$ cat src/csel_pkg.sv
// Constants, types and register map of the command source selector
package csel_pkg;
   // Register byte offsets
   localparam logic [7:0]  OFS_START    = 8'h00;
   localparam logic [7:0]  OFS_SPEED    = 8'h04;
   localparam logic [7:0]  OFS_REMOTE   = 8'h08;
   localparam logic [7:0]  OFS_LOCAL    = 8'h0C;
   localparam logic [7:0]  OFS_UGROUP   = 8'h10;
   localparam logic [7:0]  OFS_CTRL     = 8'h14;
   localparam logic [7:0]  OFS_STATUS   = 8'h18;
   // Setting codes
   localparam logic [13:0] SET_0        = 14'h0000;
   localparam logic [13:0] SET_1        = 14'h0001;
   localparam logic [13:0] SET_2        = 14'h0002;
   localparam logic [13:0] SET_3        = 14'h0003;
   localparam logic [13:0] SET_4        = 14'h0004;
   localparam logic [13:0] SET_10       = 14'h000A;
   localparam logic [13:0] SET_AUTO     = 14'h270F;
   // Reset values
   localparam logic [13:0] RST_START    = SET_0;
   localparam logic [13:0] RST_SPEED    = SET_0;
   localparam logic [13:0] RST_REMOTE   = SET_AUTO;
   localparam logic [13:0] RST_LOCAL    = SET_AUTO;
   localparam logic [13:0] RST_UGROUP   = SET_0;
   // Command sources, one bit each
   localparam int          NSRC         = 5;
   localparam int          SRC_PANEL    = 0;
   localparam int          SRC_USB      = 1;
   localparam int          SRC_PUNIT    = 2;
   localparam int          SRC_RS485    = 3;
   localparam int          SRC_OPTION   = 4;
   // Control and status fields
   localparam int          CTRL_APPLY   = 0;
   localparam int          ST_OPTION    = 5;
   localparam int          ST_ALLOW     = 6;
   localparam int          ST_REMOTE    = 7;
   localparam int          ST_READY     = 8;
   // Input settling before capture
   localparam logic [1:0]  SETTLE_CYC   = 2'h2;

   // Request kinds
   typedef enum logic [2:0] {
      K_READ    = 3'h0,
      K_MONITOR = 3'h1,
      K_WRITE   = 3'h2,
      K_START   = 3'h3,
      K_FREQ    = 3'h4
   } csel_kind_e;

   // One request from one source
   typedef struct packed {
      logic       valid;
      csel_kind_e kind;
      logic       modbus;
   } csel_req_s;

   // Active configuration captured at reset
   typedef struct packed {
      logic [13:0] start_src;
      logic [13:0] speed_src;
      logic [13:0] remote_src;
      logic [13:0] local_src;
      logic        option;
   } csel_cfg_s;
endpackage

$ cat src/csel_top.sv
// Command source selector with AHB-Lite settings registers
//
// How it works
// [RULE_01] Non-Modbus reads and monitoring pass from any source in any mode.
// [RULE_02] Writes, starts, frequencies only from the selected source.
// [RULE_03] Start setting 0 comm, 1 terminals; reset 0.
// [RULE_04] Speed 0 comm, 1 terminal 2 only, 2 comm only; reset 0.
// [RULE_05] Remote 0: option card is the only remote source.
// [RULE_06] Remote 2: unit RS-485 is the remote source.
// [RULE_07] Remote 9999: unit connector, or option card when fitted.
// [RULE_08] Remote 9999 with option refuses unit RS-485 commands.
// [RULE_09] Local 2 unit connector, 3 USB, 4 panel.
// [RULE_10] Local 9999: USB, then parameter unit, then panel.
// [RULE_11] Local 9999: RS-485 traffic never becomes local source.
// [RULE_12] Both 2: local wins, remote refused without option.
// [RULE_13] Remote entry refused when its source is an absent option.
// [RULE_14] New settings act only after reset.
// [RULE_15] Modbus refused locally, needs remote setting 2.
// [RULE_16] Remote and local settings always writable.
// [RULE_17] Start and speed settings need user group 0 or an option.
// [RULE_18] Remote 2, local 3 or 4: RS-485 is remote source.
// [RULE_19] Remote 10: panel key and mode input switch directly.
// [RULE_20] Resolved settings and option held from reset on.
`timescale 1ns/1ps
module csel_top (
   // Clock and reset
   input  wire logic                   i_clock,
   input  wire logic                   i_rst_n,
   // AHB-Lite slave
   input  wire logic                   i_hsel,
   input  wire logic [31:0]            i_haddr,
   input  wire logic [1:0]             i_htrans,
   input  wire logic                   i_hwrite,
   input  wire logic [2:0]             i_hsize,
   input  wire logic [31:0]            i_hwdata,
   input  wire logic                   i_hready,
   output logic      [31:0]            o_hrdata,
   output logic                        o_hreadyout,
   output logic                        o_hresp,
   // Presence pins
   input  wire logic                   i_option_fitted,
   input  wire logic                   i_usb_connected,
   input  wire logic                   i_punit_connected,
   // Mode handling
   input  wire logic                   i_remote_mode,
   input  wire logic                   i_to_remote_req,
   input  wire logic                   i_panel_mode_key,
   input  wire logic                   i_mode_switch_input,
   output logic                        o_remote_allow,
   output logic                        o_remote_grant,
   output logic                        o_remote_refuse,
   output logic                        o_direct_switch,
   // Requests per source and verdicts
   input  csel_pkg::csel_req_s [4:0]   i_req,
   output logic      [4:0]             o_accept,
   output logic      [4:0]             o_reject,
   // Resolved routing
   output logic      [4:0]             o_cmd_src,
   output logic                        o_start_terminal,
   output logic                        o_freq_comm_valid,
   output logic                        o_freq_term2_valid,
   output logic                        o_ready
);
   import csel_pkg::*;

   // Capture sequence states
   typedef enum logic [2:0] {
      CS_SETTLE  = 3'b001,
      CS_CAPTURE = 3'b010,
      CS_RUN     = 3'b100
   } csel_cap_e;

   // Remote source for a configuration
   function automatic logic [4:0] remote_tgt(input csel_cfg_s c);
      logic [4:0] t;
      t = 5'h00;
      if ((c.remote_src == SET_0) ||
          ((c.remote_src == SET_2) && (c.local_src == SET_2)) ||
          ((c.remote_src != SET_2) && c.option)) begin
         t[SRC_OPTION] = 1'b1;
      end else begin
         t[SRC_RS485] = 1'b1;
      end
      return t;
   endfunction

   // Legal value for a setting at an offset
   function automatic logic legal(input logic [7:0] ofs,
                                  input logic [13:0] v);
      logic ok;
      ok = 1'b0;
      unique case (ofs)
         OFS_START:  ok = (v == SET_0) || (v == SET_1);
         OFS_SPEED:  ok = (v <= SET_2);
         OFS_REMOTE: ok = (v == SET_0) || (v == SET_2) ||
                          (v == SET_10) || (v == SET_AUTO);
         OFS_LOCAL:  ok = ((v >= SET_2) && (v <= SET_4)) ||
                          (v == SET_AUTO);
         OFS_UGROUP: ok = 1'b1;
         default:    ok = 1'b0;
      endcase
      return ok;
   endfunction

   // Pin synchronisers
   logic [2:0] sync1_r;
   logic [2:0] sync2_r;
   logic       msw1_r;
   logic       msw2_r;
   logic       msw3_r;
   always_ff @(posedge i_clock or negedge i_rst_n) begin
      if (!i_rst_n) begin
         sync1_r <= 3'h0;
         sync2_r <= 3'h0;
         msw1_r  <= 1'b0;
         msw2_r  <= 1'b0;
         msw3_r  <= 1'b0;
      end else begin
         sync1_r <= {i_punit_connected, i_usb_connected, i_option_fitted};
         sync2_r <= sync1_r;
         msw1_r  <= i_mode_switch_input;
         msw2_r  <= msw1_r;
         msw3_r  <= msw2_r;
      end
   end
   logic opt_s;
   logic usb_s;
   logic punit_s;
   assign opt_s   = sync2_r[0];
   assign usb_s   = sync2_r[1];
   assign punit_s = sync2_r[2];

   // Software setting registers
   logic [13:0] start_r, start_nxt;
   logic [13:0] speed_r, speed_nxt;
   logic [13:0] remote_r, remote_nxt;
   logic [13:0] local_r, local_nxt;
   logic [13:0] ugroup_r, ugroup_nxt;
   logic        apply_r, apply_nxt;
   // Bus data phase state
   logic        dp_wr_r, dp_wr_nxt;
   logic        dp_rd_r, dp_rd_nxt;
   logic [7:0]  dp_ofs_r, dp_ofs_nxt;
   // Capture state
   csel_cap_e   cap_r, cap_nxt;
   logic [1:0]  cnt_r, cnt_nxt;
   csel_cfg_s   act_r, act_nxt;

   // Bus decode and register writes
   always_comb begin
      logic [13:0] wv;
      logic        lock;
      wv         = i_hwdata[13:0];
      lock       = (ugroup_r != SET_0) && !opt_s;
      dp_wr_nxt  = 1'b0;
      dp_rd_nxt  = 1'b0;
      dp_ofs_nxt = dp_ofs_r;
      start_nxt  = start_r;
      speed_nxt  = speed_r;
      remote_nxt = remote_r;
      local_nxt  = local_r;
      ugroup_nxt = ugroup_r;
      apply_nxt  = 1'b0;
      if (i_hsel && i_hready && i_htrans[1]) begin
         dp_wr_nxt  = i_hwrite;
         dp_rd_nxt  = !i_hwrite;
         dp_ofs_nxt = {i_haddr[7:2], 2'b00};
      end
      if (dp_wr_r && legal(dp_ofs_r, wv)) begin
         unique case (dp_ofs_r)
            // [RULE_17] Guarded writes
            OFS_START:  if (!lock) start_nxt = wv;
            OFS_SPEED:  if (!lock) speed_nxt = wv;
            // [RULE_16] Always writable
            OFS_REMOTE: remote_nxt = wv;
            OFS_LOCAL:  local_nxt  = wv;
            OFS_UGROUP: ugroup_nxt = wv;
            default:    ;
         endcase
      end
      if (dp_wr_r && (dp_ofs_r == OFS_CTRL)) begin
         apply_nxt = i_hwdata[CTRL_APPLY];
      end
   end

   always_ff @(posedge i_clock or negedge i_rst_n) begin
      if (!i_rst_n) begin
         start_r  <= RST_START;
         speed_r  <= RST_SPEED;
         remote_r <= RST_REMOTE;
         local_r  <= RST_LOCAL;
         ugroup_r <= RST_UGROUP;
         apply_r  <= 1'b0;
         dp_wr_r  <= 1'b0;
         dp_rd_r  <= 1'b0;
         dp_ofs_r <= 8'h00;
      end else begin
         start_r  <= start_nxt;
         speed_r  <= speed_nxt;
         remote_r <= remote_nxt;
         local_r  <= local_nxt;
         ugroup_r <= ugroup_nxt;
         apply_r  <= apply_nxt;
         dp_wr_r  <= dp_wr_nxt;
         dp_rd_r  <= dp_rd_nxt;
         dp_ofs_r <= dp_ofs_nxt;
      end
   end

   // Capture of the active configuration
   always_comb begin
      cap_nxt = cap_r;
      cnt_nxt = cnt_r;
      act_nxt = act_r;
      unique case (cap_r)
         CS_SETTLE: begin
            cnt_nxt = cnt_r + 2'h1;
            if (cnt_r == SETTLE_CYC) begin
               cap_nxt = CS_CAPTURE;
            end
         end
         CS_CAPTURE: begin
            // [RULE_20] Latch resolved settings
            act_nxt = '{start_r, speed_r, remote_r, local_r, opt_s};
            cap_nxt = CS_RUN;
         end
         CS_RUN: begin
            // [RULE_14] Reload only on reset
            if (apply_r) begin
               cap_nxt = CS_SETTLE;
               cnt_nxt = 2'h0;
            end
         end
         default: begin
            cap_nxt = CS_SETTLE;
            cnt_nxt = 2'h0;
         end
      endcase
   end

   always_ff @(posedge i_clock or negedge i_rst_n) begin
      if (!i_rst_n) begin
         cap_r <= CS_SETTLE;
         cnt_r <= 2'h0;
         act_r <= '{RST_START, RST_SPEED, RST_REMOTE, RST_LOCAL, 1'b0};
      end else begin
         cap_r <= cap_nxt;
         cnt_r <= cnt_nxt;
         act_r <= act_nxt;
      end
   end

   // Source resolution
   logic [4:0] rem_t;
   logic [4:0] loc_t;
   logic [4:0] src_en;
   logic       allow;
   logic       run;
   assign run = (cap_r == CS_RUN);
   // [RULE_05] [RULE_06] [RULE_07] [RULE_18] Remote source
   assign rem_t = remote_tgt(act_r);
   // [RULE_12] [RULE_13] Absent option blocks remote
   assign allow = run && (rem_t != 5'h00) &&
                  !(rem_t[SRC_OPTION] && !act_r.option);

   always_comb begin
      loc_t = 5'h00;
      if (act_r.local_src == SET_2) begin
         // [RULE_09] Unit connector both ways
         loc_t[SRC_PUNIT] = 1'b1;
         loc_t[SRC_RS485] = 1'b1;
      end else if (act_r.local_src == SET_3) begin
         loc_t[SRC_USB] = 1'b1;
      end else if (act_r.local_src == SET_4) begin
         loc_t[SRC_PANEL] = 1'b1;
      end else if (usb_s) begin
         // [RULE_10] [RULE_11] Priority, RS-485 excluded
         loc_t[SRC_USB] = 1'b1;
      end else if (punit_s) begin
         loc_t[SRC_PUNIT] = 1'b1;
      end else begin
         loc_t[SRC_PANEL] = 1'b1;
      end
   end
   // [RULE_08] Remote mode: only the resolved remote source drives; local mode: the local source
   assign src_en = !run ? 5'h00 : (i_remote_mode ? rem_t : loc_t);

   // Per-source verdicts and mode answers
   logic [4:0] acc_r, acc_nxt;
   logic [4:0] rej_r, rej_nxt;
   logic [4:0] src_r;
   logic       grant_r, grant_nxt;
   logic       refuse_r, refuse_nxt;
   logic       dsw_r, dsw_nxt;
   logic       allow_r;
   always_comb begin
      logic ok;
      logic cmd;
      ok  = 1'b0;
      cmd = 1'b0;
      acc_nxt = 5'h00;
      rej_nxt = 5'h00;
      for (int i = 0; i < NSRC; i++) begin
         cmd = (i_req[i].kind == K_WRITE) || (i_req[i].kind == K_START) ||
               (i_req[i].kind == K_FREQ);
         // [RULE_01] Reads pass unless the Modbus check below refuses them
         ok  = (i_req[i].kind == K_READ) || (i_req[i].kind == K_MONITOR);
         // [RULE_02] Commands from selected source
         if (cmd) begin
            ok = src_en[i];
         end
         // [RULE_03] Start from terminals
         if (i_remote_mode && (i_req[i].kind == K_START) &&
             (act_r.start_src == SET_1)) begin
            ok = 1'b0;
         end
         // [RULE_04] Comm frequency ignored
         if (i_remote_mode && (i_req[i].kind == K_FREQ) &&
             (act_r.speed_src == SET_1)) begin
            ok = 1'b0;
         end
         // [RULE_15] Modbus needs remote setting 2
         if (i_req[i].modbus && (!i_remote_mode ||
             (act_r.remote_src != SET_2))) begin
            ok = 1'b0;
         end
         if (i_req[i].valid) begin
            acc_nxt[i] = ok;
            rej_nxt[i] = !ok;
         end
      end
      // [RULE_13] Answer a remote request
      grant_nxt  = i_to_remote_req && allow;
      refuse_nxt = i_to_remote_req && !allow;
      // [RULE_19] Direct switch under setting 10
      dsw_nxt = run && (act_r.remote_src == SET_10) &&
                (i_panel_mode_key || (msw2_r && !msw3_r));
   end

   always_ff @(posedge i_clock or negedge i_rst_n) begin
      if (!i_rst_n) begin
         acc_r    <= 5'h00;
         rej_r    <= 5'h00;
         src_r    <= 5'h00;
         grant_r  <= 1'b0;
         refuse_r <= 1'b0;
         dsw_r    <= 1'b0;
         allow_r  <= 1'b0;
      end else begin
         acc_r    <= acc_nxt;
         rej_r    <= rej_nxt;
         src_r    <= src_en;
         grant_r  <= grant_nxt;
         refuse_r <= refuse_nxt;
         dsw_r    <= dsw_nxt;
         allow_r  <= allow;
      end
   end

   // Read data mux in the data phase
   always_comb begin
      o_hrdata = 32'h0000_0000;
      if (dp_rd_r) begin
         unique case (dp_ofs_r)
            OFS_START:  o_hrdata[13:0] = start_r;
            OFS_SPEED:  o_hrdata[13:0] = speed_r;
            OFS_REMOTE: o_hrdata[13:0] = remote_r;
            OFS_LOCAL:  o_hrdata[13:0] = local_r;
            OFS_UGROUP: o_hrdata[13:0] = ugroup_r;
            OFS_STATUS: begin
               o_hrdata[4:0]       = src_r;
               o_hrdata[ST_OPTION] = act_r.option;
               o_hrdata[ST_ALLOW]  = allow_r;
               o_hrdata[ST_REMOTE] = i_remote_mode;
               o_hrdata[ST_READY]  = run;
            end
            default:    o_hrdata = 32'h0000_0000;
         endcase
      end
   end

   // Outputs
   assign o_hreadyout        = 1'b1;
   assign o_hresp            = 1'b0;
   assign o_accept           = acc_r;
   assign o_reject           = rej_r;
   assign o_cmd_src          = src_r;
   assign o_remote_allow     = allow_r;
   assign o_remote_grant     = grant_r;
   assign o_remote_refuse    = refuse_r;
   assign o_direct_switch    = dsw_r;
   assign o_start_terminal   = (act_r.start_src == SET_1);
   assign o_freq_comm_valid  = (act_r.speed_src != SET_1);
   assign o_freq_term2_valid = (act_r.speed_src != SET_2);
   assign o_ready            = run;
endmodule

$ cat config.mk
export PLATFORM = sky130hd
export DESIGN_NAME = csel_top
export DESIGN_NICKNAME = d
export VERILOG_FILES = /design/src/csel_pkg.sv /design/src/csel_top.sv
export SDC_FILE = /design/constraint.sdc
export NUM_CORES = 1
export LEC_CHECK = 0
export BUFFER_PORTS_ARGS = -buffer_cell sky130_fd_sc_hd__buf_2
export CAP_MARGIN = 20
export CORE_AREA = 8 8 168 170
export CTS_CLUSTER_DIAMETER = 80
export CTS_CLUSTER_SIZE = 20
export DETAILED_ROUTE_END_ITERATION = 6
export DIE_AREA = 0 0 176 178
export GPL_TIMING_DRIVEN = 0
export PLACE_DENSITY = 0.55
export SLEW_MARGIN = 40
export SYNTH_ARGS = -nofsm -noshare
export SYNTH_HDL_FRONTEND = slang
export SYNTH_SLANG_ARGS = --single-unit
$ cat constraint.sdc
create_clock -name i_clock -period 5.8 [get_ports i_clock]
set_input_delay 0.87 -clock i_clock [delete_from_list [all_inputs] [get_ports i_clock]]
set_output_delay 0.87 -clock i_clock [all_outputs]
set_load 0.02 [all_outputs]
# Word-level counts from Yosys, hierarchy flattened
# Cells that the tools add are included.
# classes
n_mux	59
n_bitwise	2
n_eq_ne	46
reduce_logical	94
magnitude_cmp	3
add_sub_neg	1
# ops
op	n
$eq A14 B2 Y1 const B	4
$pmux W9 S6	1
$mux W1	46
$eq A14 B1 Y1 const B	3
$logic_and A1 B1 Y1	41
$eq A3 B2 Y1 const B	11
$eq A14 B4 Y1 const B	2
$logic_not A14 Y1	2
$ne A14 B2 Y1 const B	2
$pmux W5 S5	1
$logic_or A1 B1 Y1	24
$eq A3 B1 Y1 const B	6
$eq A3 B3 Y1 const B	6
$eq A6 B3 Y1 const B	3
$logic_not A3 Y1	5
$eq A14 B14 Y1 const B	1
$eq A14 B3 Y1 const B	1
$ge A14 B2 Y1 const B	1
$le A14 B2 Y1 const B	1
$le A14 B3 Y1 const B	1
$mux W14	1
$ne A14 B1 Y1 const B	1
$reduce_bool A14 Y1	1
$eq A6 B2 Y1 const B	2
16 further kinds	38
# word_totals
inputBits	106
reg_bits	169
elab_cells	233
out_inout_bits	57

# Depth between registers and ports, before layout
# depth
word_depth	13
depth_mapped	7
depth_no_buf	6

# Worst setup path before layout
# No wires, ideal clock.
# synth_timing
path_type	reg-to-output
from	reg dp_ofs_r[7]
to	out o_hrdata[0]
required_ns	4.930
setup_slack_ns	2.671
arrival_time_ns	2.259
path_buffers	2
path_stages_with_launch	7
path_cell_list	dfrtp_1 or3_1 nor3_1 clkbuf_1 clkbuf_1 a22oi_1 a21boi_0
# synth_via
elab_chain_cells	3
word_cells_on_any_way	8
classes_between	5 x eq/ne; 2 x mux; 1 x reduce/logical
# synth_rtl
element	line_no	text
from (decl)	csel_top.sv:143	logic [7:0] dp_ofs_r, dp_ofs_nxt;
from (signal assigned)	csel_top.sv:206	dp_ofs_r <= dp_ofs_nxt;
$eq A6 B3 Y1, or another cell as far along	csel_top.sv:364	unique case (dp_ofs_r)
$pmux W9 S6 *	csel_top.sv:364	
$mux W14 *	csel_top.sv:363	if (dp_rd_r) begin
to (decl)	csel_top.sv:37	output logic [31:0] o_hrdata,
# Mark *: on every way between the ends. The rest lies on a longest branch, timed or not.

# Final worst setup path
# layout_timing
from	reg dp_ofs_r[7]
to	out o_hrdata[8]
# Same word-level chain as after synthesis.

==> reports/results.tsv <==
stage	metric	value	unit
worst_setup_path	crit-path max cell delay	0.51	ns
layout	register area	4270	um2
synthesis	Gate Count Post-Synth	628	
worst_setup_path	r2r startpoint	dp_ofs_r[7]$_DFFE_PN0P_	
layout	nets@finish	866	
layout	antenna cell count	0	
power	total power per unit cell area	301	nW/um2
global_routing	GRT Total Usage	13.5	%
clocking	Clock Root Buffer	clkbuf_16	
power	LEAKAGE	0.00423	uW
synthesis	largest cells by area after synthesis	dfrtp_1 (45%), mux2_2 (14%), dfstp_2 (12%)	
synthesis	Synth top area share	45.2	%
layout	Multi-input gate area	3010	um2
worst_setup_path	CP max-delay cell	clkbuf_1	
timing	Max Slew Vio Count	0	
route	wire length per cell	18.5	um
clocking	post_cts resized	0	
timing	RSZ-0062 raised after global routing	false	
timing	hold_ws	0.347	ns
power	Net Switching	722	uW
power	clock power share	42.2	%
clocking	Reg clk slew, reported paths	0.07	ns
power	VDD IR max	0.172	mV
clocking	total CTS buffers	17	
timing	Post-Route Skew	0.00901	ns
worst_setup_path	Critical Path Source	dp_ofs_r[7]$_DFFE_PN0P_	
power	Internal	2030	uW
global_routing	largest net degree at the start of global routing	68	
clocking	CTS tree	done	
global_routing	global-route wire length before repair	32200	um
route	total wire length	20500	um
timing	Max Clk Rate	242	MHz
global_routing	initial antenna violation count	0	
die	IO Count	163	
worst_setup_path	Most common cell on crit path	clkbuf_1	
clocking	clock sink total	169	
hold_path	hold crit path type	in -> async	
timing	fin worst setup slack	1.67	ns
synthesis	Async SR Flop Fraction	100	%
route	antenna viol nets, final	0	
die	Initial Util	29.4	%
synthesis	Post-synth top flop	dfrtp_1	
clocking	H-tree Lvls	4	
layout	filler cell count	2533	
global_routing	remaining global-route overflow	0	
clocking	Post-CTS Setup Bufs	0	
route	Via density	4.79	
worst_setup_path	kind of critical path	reg -> out	
synthesis	Post-synth EDFFs	0	
timing	min Tclk post-route	4.13	ns
synthesis	Distinct cells, synth	63	
timing	Slew headroom	42.6	%
route	DRC violations left	0	
timing	Finish-stage setup viols	0	
timing	Sum Neg Setup Slack	0	ns
power	Flop pwr share	46.6	%
route	via count	5304	
worst_setup_path	CP Launch Type	flop	
synthesis	syn_area_per_cell	12.0	um2
run	MaxCap Viol Count	0	
worst_setup_path	Critical Path RT	4.93	ns
layout	proportion of layout cells with a drive suffix above 1	38.0	%
die	die width	176	um
die	FP Rows	59	
status	status	finished, final reports clean	
synthesis	Yosys reg bits	169	
power	switch share	26.2	%
timing	fin crit share	71.3	%
placed_design	Placer Congestion	0.818	
clocking	Worst-Skew Late Latency	0.43	ns
placed_design	Port-buffer cells	92	
placed_design	DP HPWL	15600	um
die	CORE AREA	25600	um2
timing	Worst-Margin Slew	0.854	ns
synthesis	Ys Warns	0	
layout	Area growth syn-to-layout	21.7	%
global_routing	vias in the first global route	5320	
clocking	clk buf depth	2	
worst_setup_path	Worst Path Max Fanout	10	
clocking	hold_buf cts	0	
synthesis	post-synthesis sequential area ratio	56.7	%
power	Comb power frac	11.2	%
route	drt first-iter violations	438	
worst_setup_path	CP Data Arrival Time	3.26	ns
worst_setup_path	crit-path cells	or3_1, nor3_1, clkbuf_1, clkbuf_1, a22oi_1, a21boi_0, buf_2	
worst_setup_path	CP Capture Type	primary output	
route	drt pass-1 iters	5	
synthesis	post-synth design cell area	7540	um2
die	die height	178	um
timing	Hold Vio Cnt, Final	0	
synthesis	leading area contributor after synthesis	dfrtp_1	
placed_design	post-place setup slack	2.15	ns
die	die area	31300	um2
==> per-layer routing <==
layer  GRT usage, %  part of all wire, %  up-vias
met5              0                    0        -
met4           2.97                 0.75        0
met3           3.77                  6.2       11
met2           20.1                   43      159
met1           19.1                   50     2657
li1               -                    -     2477
==> flip-flops by register name, summed over array words and instances (netlist names), 2 cells and up <==
register and count:
act_r 57, local_r 14, remote_r 14, speed_r 14
start_r 14, ugroup_r 14, dp_ofs_r 6, o_accept 5
o_cmd_src 5, o_reject 5, cap_r 3, sync1_r 3
sync2_r 3, cnt_r 2
==> path summary, 6_finish.rpt <==
kind                       slack, ns  cells past startpoint                      to
max                             1.67                      7             o_hrdata[8]
min                             0.35                      1   o_accept[1]$_DFF_PN0_
max reg2reg                     2.95                      6  speed_r[8]$_DFFE_PN0P_
min reg2reg                     0.35                      0    sync2_r[2]$_DFF_PN0_
max in group asynchronous       4.45                      3   act_r[28]$_DFFE_PN1P_
min in group i_clock            0.35                      0    sync2_r[2]$_DFF_PN0_
==> worst max-delay path, delay by kind of cell (launching register included) <==
family | cells | cell delay (ns)
compound gates | 2 | 0.49
flops | 1 | 0.41
buf+inv | 3 | 1.14
simple gates | 2 | 0.79
==> power groups by stage <==
| stage | clock (uW) | sequential (uW) | combinational (uW) |
|---|---|---|---|
| global route | 1230 | 1290 | 344 |
| detailed placement | 0 | 1300 | 310 |
| floorplan | 0 | 1290 | 195 |
| global placement | 0 | 1300 | 303 |
| finish | 1160 | 1280 | 310 |
| CTS | 1180 | 1280 | 311 |
==> cells by family after synthesis <==
group | count (synthesis) | synth area share (%)
DFF | 169 | 56.7
adders and majority gates | 1 | 0.166
muxes | 100 | 14.9
AOI/OAI and AO/OA | 116 | 10.6
and+or+nand+nor | 173 | 13.0
buffers and inverters | 67 | 4.50
other | 2 | 0.0997
==> metrics by stage <==
| stage | utilization (%) | cell area (um2) | std cells | power, uW |
|---|---|---|---|---|
| 3_3_place_gp | 33.1 | 8480 | 1073 | 1600 |
| 2_1_floorplan | - | 7600 | 646 | 1480 |
| 3_5_place_dp | 33.4 | 8550 | 1075 | 1610 |
| 5_1_grt | 35.8 | 9170 | 1107 | 2870 |
| 4_1_cts | 35.7 | 9160 | 1107 | 2780 |
| 6_report | 35.8 | 9170 | 1107 | 2760 |
==> Yosys cell counts (6+ instances only) <==
master / instances
nor4_1: 12
o21a_1: 6
dfstp_2: 33
nand2_1: 37
dfrtp_1: 136
nor2_1: 27
mux2_2: 95
a21oi_1: 13
inv_1: 24
o21ai_0: 35
nand4_1: 7
a21boi_0: 11
buf_4: 20
a22oi_1: 18
clkbuf_1: 17
and2_1: 6
nor2b_1: 37
==> cell type report <==
type                    count  share of cell area [%]
multi-input cells         410                    32.8
plain buffers              43                    2.72
repair buffers             94                    5.73
inverters                  24                   0.983
well taps                 335                    4.57
flip-flops and latches    169                    46.6
clock buffers              20                    5.09
clock inverters            12                    1.51
==> layout by cell type, fill, tap and decap left out, drive strengths merged, types with 18 or more instances in the layout <==
cell type / n
inv: 27
nand2: 37
nor2b: 37
clkbuf: 37
dfstp: 33
nor2: 28
mux2: 99
conb: 20
dfrtp: 136
a22oi: 18
o21ai: 35
buf: 120
(Power assumes the default switching activity.)
